$ cat src/tgen_pkg.sv
package tgen_pkg;
  localparam int prescale_stages = 2;
  localparam int divider_stages = 21;
  localparam int stage7_index = 6;
  localparam int states_per_cycle = 4;
  localparam int max_instr_cycles = 10;
  localparam logic [1:0] state_reset = 2'h0;
  localparam logic [1:0] state_last = 2'h3;
  localparam logic [3:0] instr_len_reset = 4'h1;
  localparam logic [3:0] instr_len_max = 4'ha;
  typedef enum logic [2:0] {
    high_speed_single_mode,
    high_speed_dual_mode,
    low_speed_both_osc_mode,
    low_speed_hf_off_mode,
    low_speed_sleep_mode,
    stop_mode
  } op_mode_type;
endpackage

$ cat src/ripple_divider.sv
`timescale 1ns/10ps
// binary divider chain; each stage toggles when all lower stages and
// the input enable are high; tick flags the cycle a stage goes high
module ripple_divider #(
  parameter int stages = 2
) (
  // clock and clear
  input wire logic mclk,
  input wire logic clear,
  // counting
  input wire logic count_en,
  output logic [stages-1:0] value,
  output logic [stages-1:0] tick
);
  logic [stages-1:0] value_r;
  logic [stages-1:0] carry;

  // carry chain per stage
  genvar g;
  generate
    for (g = 0; g < stages; g++)
    begin : gen_carry
      if (g == 0)
      begin : gen_first
        assign carry[g] = count_en;
      end
      else
      begin : gen_rest
        assign carry[g] = carry[g-1] & value_r[g-1];
      end
    end
  endgenerate

  assign value = value_r;
  assign tick = carry & ~value_r;

  // stage registers
  always_ff @(posedge mclk)
  begin
    if (clear)
      value_r <= '0;
    else
      value_r <= value_r ^ carry;
  end
endmodule

$ cat src/timing_generator_divider.sv
`timescale 1ns/10ps
// ************************************************************
// timing generator: prescaler, divider, main clock, states
// ************************************************************
module timing_generator_divider (
  // clock and reset
  input wire logic mclk,
  input wire logic reset,
  // basic clock enables from oscillator domain (pins)
  input wire logic high_freq_clock,
  input wire logic low_freq_clock,
  // mode and select bits from the mode controller
  input wire tgen_pkg::op_mode_type op_mode,
  input wire logic system_clock_select,
  input wire logic seventh_stage_source_select,
  input wire logic stop_active,
  input wire logic warmup_active,
  input wire logic stop_from_high_speed,
  // instruction length of current instruction (1..10)
  input wire logic [3:0] instr_cycles,
  // outputs
  output logic main_clock_en,
  output logic [1:0] machine_state,
  output logic cycle_start,
  output logic instr_done,
  output logic [tgen_pkg::divider_stages-1:0] divider_taps,
  output logic [tgen_pkg::divider_stages-1:0] divider_pulse_output,
  output logic low_speed_active
);
  // ************************************************************
  // input synchronisers and edge detect
  // ************************************************************
  logic [1:0] hf_sync_r;
  logic [1:0] lf_sync_r;
  logic hf_prev_r;
  logic lf_prev_r;
  logic stop_prev_r;
  logic hf_tick;
  logic lf_tick;

  // two flops each, then edge registers read only stage two
  always_ff @(posedge mclk)
  begin
    hf_sync_r <= {hf_sync_r[0], high_freq_clock};
    lf_sync_r <= {lf_sync_r[0], low_freq_clock};
    hf_prev_r <= hf_sync_r[1];
    lf_prev_r <= lf_sync_r[1];
  end

  assign hf_tick = hf_sync_r[1] & ~hf_prev_r;
  assign lf_tick = lf_sync_r[1] & ~lf_prev_r;

  // ************************************************************
  // mode decode and stage seven select
  // ************************************************************
  // select bit one in dual mode also moves the main clock to low speed
  wire low_mode = (op_mode == tgen_pkg::low_speed_both_osc_mode) ||
                  (op_mode == tgen_pkg::low_speed_hf_off_mode) ||
                  (op_mode == tgen_pkg::low_speed_sleep_mode) ||
                  ((op_mode == tgen_pkg::high_speed_dual_mode) &&
                   system_clock_select);
  wire hf_stopped = (op_mode == tgen_pkg::low_speed_hf_off_mode) ||
                    (op_mode == tgen_pkg::low_speed_sleep_mode) ||
                    (op_mode == tgen_pkg::stop_mode);
  wire stop_edge = stop_active ^ stop_prev_r;
  wire chain_clear = reset | stop_edge;
  wire pre_en = hf_tick & ~hf_stopped & ~stop_active;
  logic [tgen_pkg::prescale_stages-1:0] pre_val;
  logic [tgen_pkg::divider_stages-1:0] div_val;
  logic [tgen_pkg::divider_stages-1:0] div_tick;
  logic low_div_en;
  logic [tgen_pkg::stage7_index-1:0] low_val;
  logic [tgen_pkg::stage7_index-1:0] low_tick;
  logic [tgen_pkg::divider_stages-1:tgen_pkg::stage7_index] up_val;
  logic [tgen_pkg::divider_stages-1:tgen_pkg::stage7_index] up_tick;
  wire warm_hs = warmup_active & stop_from_high_speed;
  wire stage6_carry = low_div_en & (&low_val);
  // stage seven input select
  wire stage7_en = stop_active ? 1'b0 :
                   low_mode ? lf_tick :
                   warm_hs ? stage6_carry :
                   seventh_stage_source_select ? lf_tick :
                   stage6_carry;
  // prescaler carry out: a tick while both prescaler stages are high
  assign low_div_en = pre_en & (&pre_val);

  // ************************************************************
  // prescaler and divider chains
  // ************************************************************
  ripple_divider #(.stages(tgen_pkg::prescale_stages)) u_pre (
    .mclk(mclk),
    .clear(chain_clear),
    .count_en(pre_en),
    .value(pre_val),
    .tick()
  );

  ripple_divider #(.stages(tgen_pkg::stage7_index)) u_low (
    .mclk(mclk),
    .clear(chain_clear),
    .count_en(low_div_en),
    .value(low_val),
    .tick(low_tick)
  );

  ripple_divider #(.stages(tgen_pkg::divider_stages -
                           tgen_pkg::stage7_index)) u_up (
    .mclk(mclk),
    .clear(chain_clear),
    .count_en(stage7_en),
    .value(up_val),
    .tick(up_tick)
  );

  assign div_val = {up_val, low_val};
  assign div_tick = {up_tick, low_tick};

  // ************************************************************
  // main system clock and machine states
  // ************************************************************
  // high speed uses basic hf clock, low speed the low clock
  wire main_src = stop_active ? 1'b0 :
                  low_mode ? lf_tick : hf_tick;
  logic [1:0] state_r;
  logic [1:0] state_nxt;
  logic [3:0] mcyc_r;
  logic [3:0] mcyc_nxt;
  wire last_state = main_src && (state_r == tgen_pkg::state_last);
  wire [3:0] instr_len = (instr_cycles == 4'h0) ? tgen_pkg::instr_len_reset :
                         (instr_cycles > tgen_pkg::instr_len_max) ?
                         tgen_pkg::instr_len_max : instr_cycles;
  wire instr_end = last_state && (mcyc_r + 4'h1 >= instr_len);
  assign state_nxt = main_src ? state_r + 2'h1 : state_r;
  assign mcyc_nxt = !last_state ? mcyc_r :
                    instr_end ? 4'h0 : mcyc_r + 4'h1;

  // state counters
  always_ff @(posedge mclk)
  begin
    if (reset)
    begin
      state_r <= tgen_pkg::state_reset;
      mcyc_r <= 4'h0;
    end
    else
    begin
      state_r <= state_nxt;
      mcyc_r <= mcyc_nxt;
    end
  end

  // ************************************************************
  // registered outputs
  // ************************************************************
  always_ff @(posedge mclk)
  begin
    if (reset)
    begin
      stop_prev_r <= 1'b0;
      main_clock_en <= 1'b0;
      machine_state <= tgen_pkg::state_reset;
      cycle_start <= 1'b0;
      instr_done <= 1'b0;
      divider_taps <= '0;
      divider_pulse_output <= '0;
      low_speed_active <= 1'b0;
    end
    else
    begin
      stop_prev_r <= stop_active;
      main_clock_en <= main_src;
      machine_state <= state_nxt;
      cycle_start <= last_state;
      instr_done <= instr_end;
      divider_taps <= div_val;
      divider_pulse_output <= div_tick;
      low_speed_active <= low_mode;
    end
  end

  // ************************************************************
  // checks
  // ************************************************************
  property p_clear_on_stop;
    @(posedge mclk) disable iff (reset)
    stop_edge |=> (div_val == '0) && (pre_val == '0);
  endproperty
  a_clear_on_stop: assert property (p_clear_on_stop)
    else $error("chain not cleared on stop change");

  property p_low_feeds_seven;
    @(posedge mclk) disable iff (reset)
    (low_mode && !stop_active) |-> (stage7_en == lf_tick);
  endproperty
  a_low_feeds_seven: assert property (p_low_feeds_seven)
    else $error("low mode stage seven not low clock");

  property p_warm_six;
    @(posedge mclk) disable iff (reset)
    (warm_hs && !low_mode && !stop_active) |-> stage7_en == stage6_carry;
  endproperty
  a_warm_six: assert property (p_warm_six)
    else $error("warm-up stage seven not stage six");

  property p_hs_select;
    @(posedge mclk) disable iff (reset)
    (!low_mode && !warm_hs && !stop_active &&
     seventh_stage_source_select) |-> stage7_en == lf_tick;
  endproperty
  a_hs_select: assert property (p_hs_select)
    else $error("select one did not pick low clock");

  property p_hf_off_silent;
    @(posedge mclk) disable iff (reset)
    (hf_stopped && !chain_clear) |=> $stable(low_val);
  endproperty
  a_hf_off_silent: assert property (p_hf_off_silent)
    else $error("low stages moved with hf stopped");

  property p_state_wrap;
    @(posedge mclk) disable iff (reset)
    last_state |=> (machine_state == 2'h0) && cycle_start;
  endproperty
  a_state_wrap: assert property (p_state_wrap)
    else $error("state did not wrap to zero");

  property p_state_hold;
    @(posedge mclk) disable iff (reset)
    !main_src |=> state_r == $past(state_r);
  endproperty
  a_state_hold: assert property (p_state_hold)
    else $error("state advanced without main clock");

  property p_instr_bound;
    @(posedge mclk) disable iff (reset)
    mcyc_r < tgen_pkg::instr_len_max;
  endproperty
  a_instr_bound: assert property (p_instr_bound)
    else $error("instruction exceeded ten cycles");

  property p_main_follow;
    @(posedge mclk) disable iff (reset)
    (!low_mode && !stop_active && hf_tick) |=> main_clock_en;
  endproperty
  a_main_follow: assert property (p_main_follow)
    else $error("main clock missed hf tick");
endmodule

$ cat config.mk
export PLATFORM = sky130hd
export DESIGN_NAME = timing_generator_divider
export DESIGN_NICKNAME = d
export VERILOG_FILES = /design/src/tgen_pkg.sv /design/src/ripple_divider.sv /design/src/timing_generator_divider.sv
export SDC_FILE = /design/constraint.sdc
export NUM_CORES = 1
export LEC_CHECK = 0
export BUFFER_PORTS_ARGS = -buffer_cell sky130_fd_sc_hd__clkbuf_2
export CAP_MARGIN = 30
export CORE_ASPECT_RATIO = 1.4
export CORE_MARGIN = 1
export CORE_UTILIZATION = 41
export CTS_BUF_LIST = sky130_fd_sc_hd__clkbuf_16
export CTS_CLUSTER_DIAMETER = 50
export CTS_CLUSTER_SIZE = 28
export DETAILED_ROUTE_END_ITERATION = 16
export GPL_ROUTABILITY_DRIVEN = 0
export PLACE_DENSITY_LB_ADDON = 0.1
export SLEW_MARGIN = 20
export SYNTH_ARGS = -nofsm -noshare
export SYNTH_HDL_FRONTEND = slang
export SYNTH_HIERARCHICAL = 1
export SYNTH_SLANG_ARGS = --single-unit
$ cat constraint.sdc
create_clock -name mclk -period 14.58 [get_ports mclk]
set_clock_uncertainty 0.05 [all_clocks]
set_input_delay 2.187 -clock mclk [delete_from_list [all_inputs] [get_ports mclk]]
set_output_delay 2.187 -clock mclk [all_outputs]
set_load 0.02 [all_outputs]
==> results of run 1 <==
-- where the power goes --
part	switching [mW]	internal (mW)	total, mW
clock network	0.0914	0.134	0.225
registers	0.000738	0.226	0.227
logic	0.00919	0.00581	0.0150
total	0.101	0.366	0.467
-- worst max path at each step --
stage,from,endpoint,slack (ns)
2_1_floorplan,system_clock_select,u_up/value[14]$_SDFF_PP0_,8.43
3_3_place_gp,op_mode[1],u_up/value[14]$_SDFF_PP0_,8.04
3_5_place_dp,op_mode[1],u_up/value[14]$_SDFF_PP0_,7.99
4_1_cts,op_mode[1],u_up/value[14]$_SDFF_PP0_,8.29
5_1_grt,op_mode[1],u_up/value[14]$_SDFF_PP0_,7.91
6_report,op_mode[1],u_up/value[14]$_SDFF_PP0_,8.29
-- critical path, stage by stage --
cell	delay (ns)
clkbuf_2	0.11
a211oi_1	0.49
nor2_1	0.13
o21ai_0	0.18
a21oi_1	0.12
ha_1	0.22
ha_1	0.21
ha_1	0.21
ha_1	0.21
ha_1	0.21
ha_1	0.21
ha_1	0.21
ha_1	0.21
ha_1	0.22
ha_1	0.21
ha_1	0.20
ha_1	0.20
ha_1	0.20
ha_1	0.18
ha_1	0.27
nor2_1	0.04
-- layer usage --
metal	vias up	wire length, um	track usage
li1	1041	-	-
met1	874	2108	0.1476
met2	40	2494	0.2181
met3	8	232	0.04780
met4	0	121	0.08730
met5	-	0	0
-- area by class of cell --
cell class	instances	area, sq um	share of cell area
inverters	27	101.3	0.02626
repair buffers	64	342.8	0.08882
multi-input cells	172	1353	0.3504
well taps	97	121.4	0.03144
clock buffers	9	225.2	0.05835
clock inverters	7	75.07	0.01945
flip-flops and latches	82	1642	0.4253
-- metrics by stage --
step / cells / utilization / power, mW / setup WS [ns] / area, sq um
2_1_floorplan: 287 / - / 0.2410 / 8.433 / 3126
3_3_place_gp: 441 / 0.4799 / 0.2458 / 8.044 / 3532
3_5_place_dp: 441 / 0.4799 / 0.2462 / 7.986 / 3532
4_1_cts: 457 / 0.5207 / 0.4729 / 8.294 / 3832
5_1_grt: 458 / 0.5244 / 0.4869 / 7.907 / 3860
6_report: 458 / 0.5244 / 0.4670 / 8.292 / 3860
-- state kept, by name (all words and copies together), names as in the netlist, 2 cells and up --
signal                cells
u_up/value               15
divider_taps             21
divider_pulse_output     21
machine_state             2
u_low/value               6
u_pre/value               2
mcyc_r                    4
lf_sync_r                 2
hf_sync_r                 2
-- logic make-up after synthesis --
logic type | count (synthesis) | share of synthesized area
XOR/XNOR | 4 | 0.01121
AND/OR/NAND/NOR | 100 | 0.1773
AO/OA/AOI/OAI | 16 | 0.03843
buffers and inverters | 33 | 0.04203
adder cells (fa/ha/maj) | 50 | 0.1994
multiplexers | 2 | 0.006405
flip-flops | 82 | 0.5252
-- placed cells by master, fill, tap and decap left out, types with 2 or more instances in the layout --
master	instances
inv_1	27
nor2_1	27
nand3_1	4
a21oi_4	2
nand2b_1	4
ha_1	49
dfxtp_1	82
clkbuf_16	9
or2_2	2
xnor2_1	3
o21ai_0	2
a21oi_1	5
inv_6	3
mux2i_1	2
clkinv_2	2
nor2b_1	46
nand2_1	5
and2_1	2
nor3_1	2
clkbuf_2	63
==> impl_metrics.env, run 1 <==
export IMPL_gr_total_overflow=0
export IMPL_die_x_um=75.79
export IMPL_vdd_drop_max_v=0.00005942
export IMPL_hold_path_class="flop to flop"
export IMPL_cts_sinks=82
export IMPL_core_sq_mm=0.007361
export IMPL_synthTopCellsByArea="dfxtp_1 53%, ha_1 20%, nor2b_1 9.2%"
export IMPL_cts_root_buf="clkbuf_16"
export IMPL_clk_latency_ns=0.33
export IMPL_tightestPinTransition_ns=0.8003
export IMPL_antenna_cells=0
export IMPL_area_growth_pct=23.50
export IMPL_cts_buffers=9
export IMPL_dr_pass1_iters=4
export IMPL_row_count=37
export IMPL_min_to="hf_sync_r[1]$_DFF_P_"
export IMPL_synth_edf_count=0
export IMPL_holdPathStages=0
export IMPL_synthesis_nets=352
export IMPL_cap_violations=0
export IMPL_pin_count=64
export IMPL_crit_arrival_ns=6.43
export IMPL_ys_warn_count=6
export IMPL_port_buffers=63
export IMPL_dieArea_sq_mm=0.007981
export IMPL_drt_wl_total_mm=4.956
export IMPL_synth_top_cell_area_share=0.5252
export IMPL_synthTopCellsByCount="82 x dfxtp_1, 49 x ha_1, 46 x nor2b_1"
export IMPL_yosys_area_top_type="dfxtp_1"
export IMPL_max_freq_mhz=159.0
export IMPL_r2r_worst_path_cells=21
export IMPL_ys_ff_latch=82
export IMPL_rsz0062_at_grt="no"
export IMPL_postCtsSetupBuffers=0
export IMPL_dp_hpwl_mm=3.481
export IMPL_num_fill_cells=666
export IMPL_cp_end_kind="flop"
export IMPL_cp_start_kind="input pin"
export IMPL_grt_pass1_wl_mm=7.893
export IMPL_cts_hold_buffers_added=0
export IMPL_crit_fanout=4
export IMPL_reg2reg_from="hf_sync_r[1]$_DFF_P_"
export IMPL_finalSetupTns_ns=0
export IMPL_netlist_instances=287
export IMPL_whs_ns=0.2893
export IMPL_finalCritPeriodShare=0.4313
export IMPL_crit_type="input pin to flop"
export IMPL_rrSetupSlack_ns=9.99
export IMPL_cts_buffer_depth=2
export IMPL_ys_types=35
export IMPL_dieHeight_um=105.3
export IMPL_drive_above_1_share=0.2410
export IMPL_antenna_found_initial=0
export IMPL_first_global_vias=1762
export IMPL_post_route_min_period_ns=6.288
export IMPL_slew_headroom=0.4652
export IMPL_yosysMostFrequentCell="dfxtp_1"
export IMPL_route_detailed_drc=0
export IMPL_synthArstFlopShare=0
export IMPL_synth_area_sq_mm=0.003125
export IMPL_htree_levels=3
export IMPL_setup_viol=0
export IMPL_ant_nets=0
export IMPL_vias_per_cell=4.286
export IMPL_required_ns=14.72
export IMPL_cts_repair_resized=0
export IMPL_vias=1963
export IMPL_grt_usage=0.1363
export IMPL_power_density_mw_per_mm2=121.0
export IMPL_hp_start="hf_sync_r[0]$_DFF_P_"
export IMPL_nets=421
export IMPL_status="completed"
export IMPL_initial_core_util=0.4246
export IMPL_synth_seq_area_share=0.5252
export IMPL_drt_iter0_drc=71
export IMPL_cts_tree="yes"
export IMPL_final_hold_violation_count=0
export IMPL_leakage_nw=1.797
export IMPL_cts_clk_slew_worst_paths_ns=0.06
export IMPL_synth_ff_type="dfxtp_1"
export IMPL_detail_route_wl_per_cell_um=10.82
export IMPL_grt_max_degree=51
export IMPL_slew_violations=0
export IMPL_worstReg2RegEnd="u_up/value[14]$_SDFF_PP0_"
export IMPL_syn_avg_cell_area_sq_um=10.89
No activity file was read; power rests on OpenSTA's default activity.
==> run 2, diff against run 1 <==
- clock period: 14.58 -> 5.8 ns (I/O delays scaled with it)
==> run 2 against run 1 <==
Compared with the run above:
- utilization decreased by 0.66 points
- clock power grew 110%
- wire length is 1.0% lower
- sequential power increased to 2.5 times the previous value
- die area unchanged
- combinational power increased to 2.5 times the previous value
- global-route usage rose by 0.43 points
- highest routed layer unchanged
- sequential share of layout area rose by 0.54 points
- flip-flop and latch count stayed put
==> impl_metrics.env, run 2 (same netlist as run 1, synthesis figures left out) <==
export IMPL_core_sq_mm=0.007361
export IMPL_detail_route_wl_per_cell_um=10.71
export IMPL_first_global_vias=1862
export IMPL_dp_hpwl_mm=3.513
export IMPL_final_common_cell="dfxtp_1"
export IMPL_crit_arrival_ns=5.05
export IMPL_cp_start_kind="input pin"
export IMPL_vias_per_cell=4.378
export IMPL_cts_buffer_depth=2
export IMPL_status="completed"
export IMPL_cts_hold_buffers_added=0
export IMPL_multiInputGateArea_sq_mm=0.001353
export IMPL_grt_usage=0.1406
export IMPL_area_growth_pct=21.94
export IMPL_die_x_um=75.79
export IMPL_layout_common_cells="82 x dfxtp_1, 63 x clkbuf_2, 49 x ha_1"
export IMPL_grt_pass1_wl_mm=8.107
export IMPL_cts_tree="yes"
export IMPL_cts_repair_resized=0
export IMPL_tightestPinTransition_ns=0.8104
export IMPL_finalCritPeriodShare=0.8361
export IMPL_gr_total_overflow=0
export IMPL_r2r_worst_path_cells=21
export IMPL_regArea_sq_mm=0.001642
export IMPL_cts_buffers=9
export IMPL_vdd_drop_max_v=0.0001490
export IMPL_nets=422
export IMPL_num_fill_cells=693
export IMPL_pin_count=64
export IMPL_cts_root_buf="clkbuf_16"
export IMPL_cap_violations=0
export IMPL_leakage_nw=1.771
export IMPL_cts_sinks=82
export IMPL_cts_clk_slew_worst_paths_ns=0.05
export IMPL_postCtsSetupBuffers=0
export IMPL_slew_headroom=0.4584
export IMPL_antenna_found_initial=0
export IMPL_vias=2005
export IMPL_port_buffers=63
export IMPL_final_hold_violation_count=0
export IMPL_power_density_mw_per_mm2=284.0
export IMPL_holdPathStages=0
export IMPL_ant_nets=0
export IMPL_grt_max_degree=51
export IMPL_route_detailed_drc=0
export IMPL_drt_wl_total_mm=4.904
export IMPL_required_ns=6.00
export IMPL_drive_above_1_share=0.2271
export IMPL_crit_type="input pin to flop"
export IMPL_post_route_min_period_ns=4.849
export IMPL_cp_end_kind="flop"
export IMPL_dr_pass1_iters=4
export IMPL_htree_levels=3
export IMPL_hold_path_class="flop to flop"
export IMPL_antenna_cells=0
export IMPL_setup_viol=0
export IMPL_row_count=37
export IMPL_drt_iter0_drc=44
export IMPL_clk_latency_ns=0.33
export IMPL_fin_total_pwr_mw=1.082
export IMPL_rrSetupSlack_ns=1.20
export IMPL_dieArea_sq_mm=0.007981
export IMPL_finalSetupTns_ns=0
export IMPL_max_freq_mhz=206.2
export IMPL_crit_fanout=4
export IMPL_initial_core_util=0.4246
export IMPL_rsz0062_at_grt="no"
export IMPL_dieHeight_um=105.3
export IMPL_slew_violations=0
==> run 2: cell count changes in the layout (fill, tap and decap cells not counted) <==
cell        change
clkinv_2        -2
buf_4           +1
inv_1           +1
bufinv_16       -1
clkinv_4        -1
buf_12          +1
inv_6           -3
clkinv_1        +4
clkinvlp_4      +1
buf_16          -1
==> run 2: final timing paths <==
check	startpoint	end
hold reg to reg	lf_sync_r[0]$_DFF_P_	lf_sync_r[1]$_DFF_P_
hold / removal	lf_sync_r[0]$_DFF_P_	lf_sync_r[1]$_DFF_P_
setup reg to reg	hf_sync_r[1]$_DFF_P_	u_up/value[14]$_SDFF_PP0_
setup / recovery	op_mode[1]	u_up/value[14]$_SDFF_PP0_
==> run 2: worst max-delay path: stages <==
cell and delay, ns:
clkbuf_2 0.11, and3b_1 0.18, nor4b_1 0.48, and3_1 0.30, nand2_1 0.06, a21oi_1 0.22
ha_1 0.23, ha_1 0.18, ha_1 0.18, ha_1 0.17, ha_1 0.18, ha_1 0.18
ha_1 0.18, ha_1 0.19, ha_1 0.19, ha_1 0.18, ha_1 0.17, ha_1 0.17
ha_1 0.17, ha_1 0.15, ha_1 0.22, nor2_1 0.09
==> run 2: layout make-up <==
cell class / count / area share
Clock buffer: 9 / 0.05909
Multi-Input combinational cell: 172 / 0.3549
Sequential cell: 82 / 0.4307
Timing Repair Buffer: 65 / 0.08995
Inverter: 27 / 0.02659
Clock inverter: 6 / 0.006894
Tap cell: 97 / 0.03184
==> run 2: metrics by stage <==
stage,cells,util,hold WS [ns],setup WS (ns),cell area (sq um)
floorplan,287,-,0.2596,0.9695,3126
global placement,442,0.4809,0.2636,0.6925,3540
detailed placement,442,0.4809,0.2657,0.6104,3540
CTS,457,0.5150,0.2820,0.9158,3791
global route,458,0.5178,0.3018,0.5132,3811
finish,458,0.5178,0.2747,0.9506,3811
==> run 2: power breakdown <==
part / internal (mW) / switching [mW]
Sequential: 0.568 / 0.00194
Combinational: 0.0145 / 0.0232
Clock: 0.279 / 0.196
==> run 2: layer usage <==
metal  share of wire  wire [um]  up-vias  track usage
li1                -          -     1046            -
met1            0.42       2073      906       0.1466
met2            0.51       2481       41       0.2314
met3           0.044        217       12      0.05067
met4           0.027        131        0      0.08730
met5               0          0        -            0
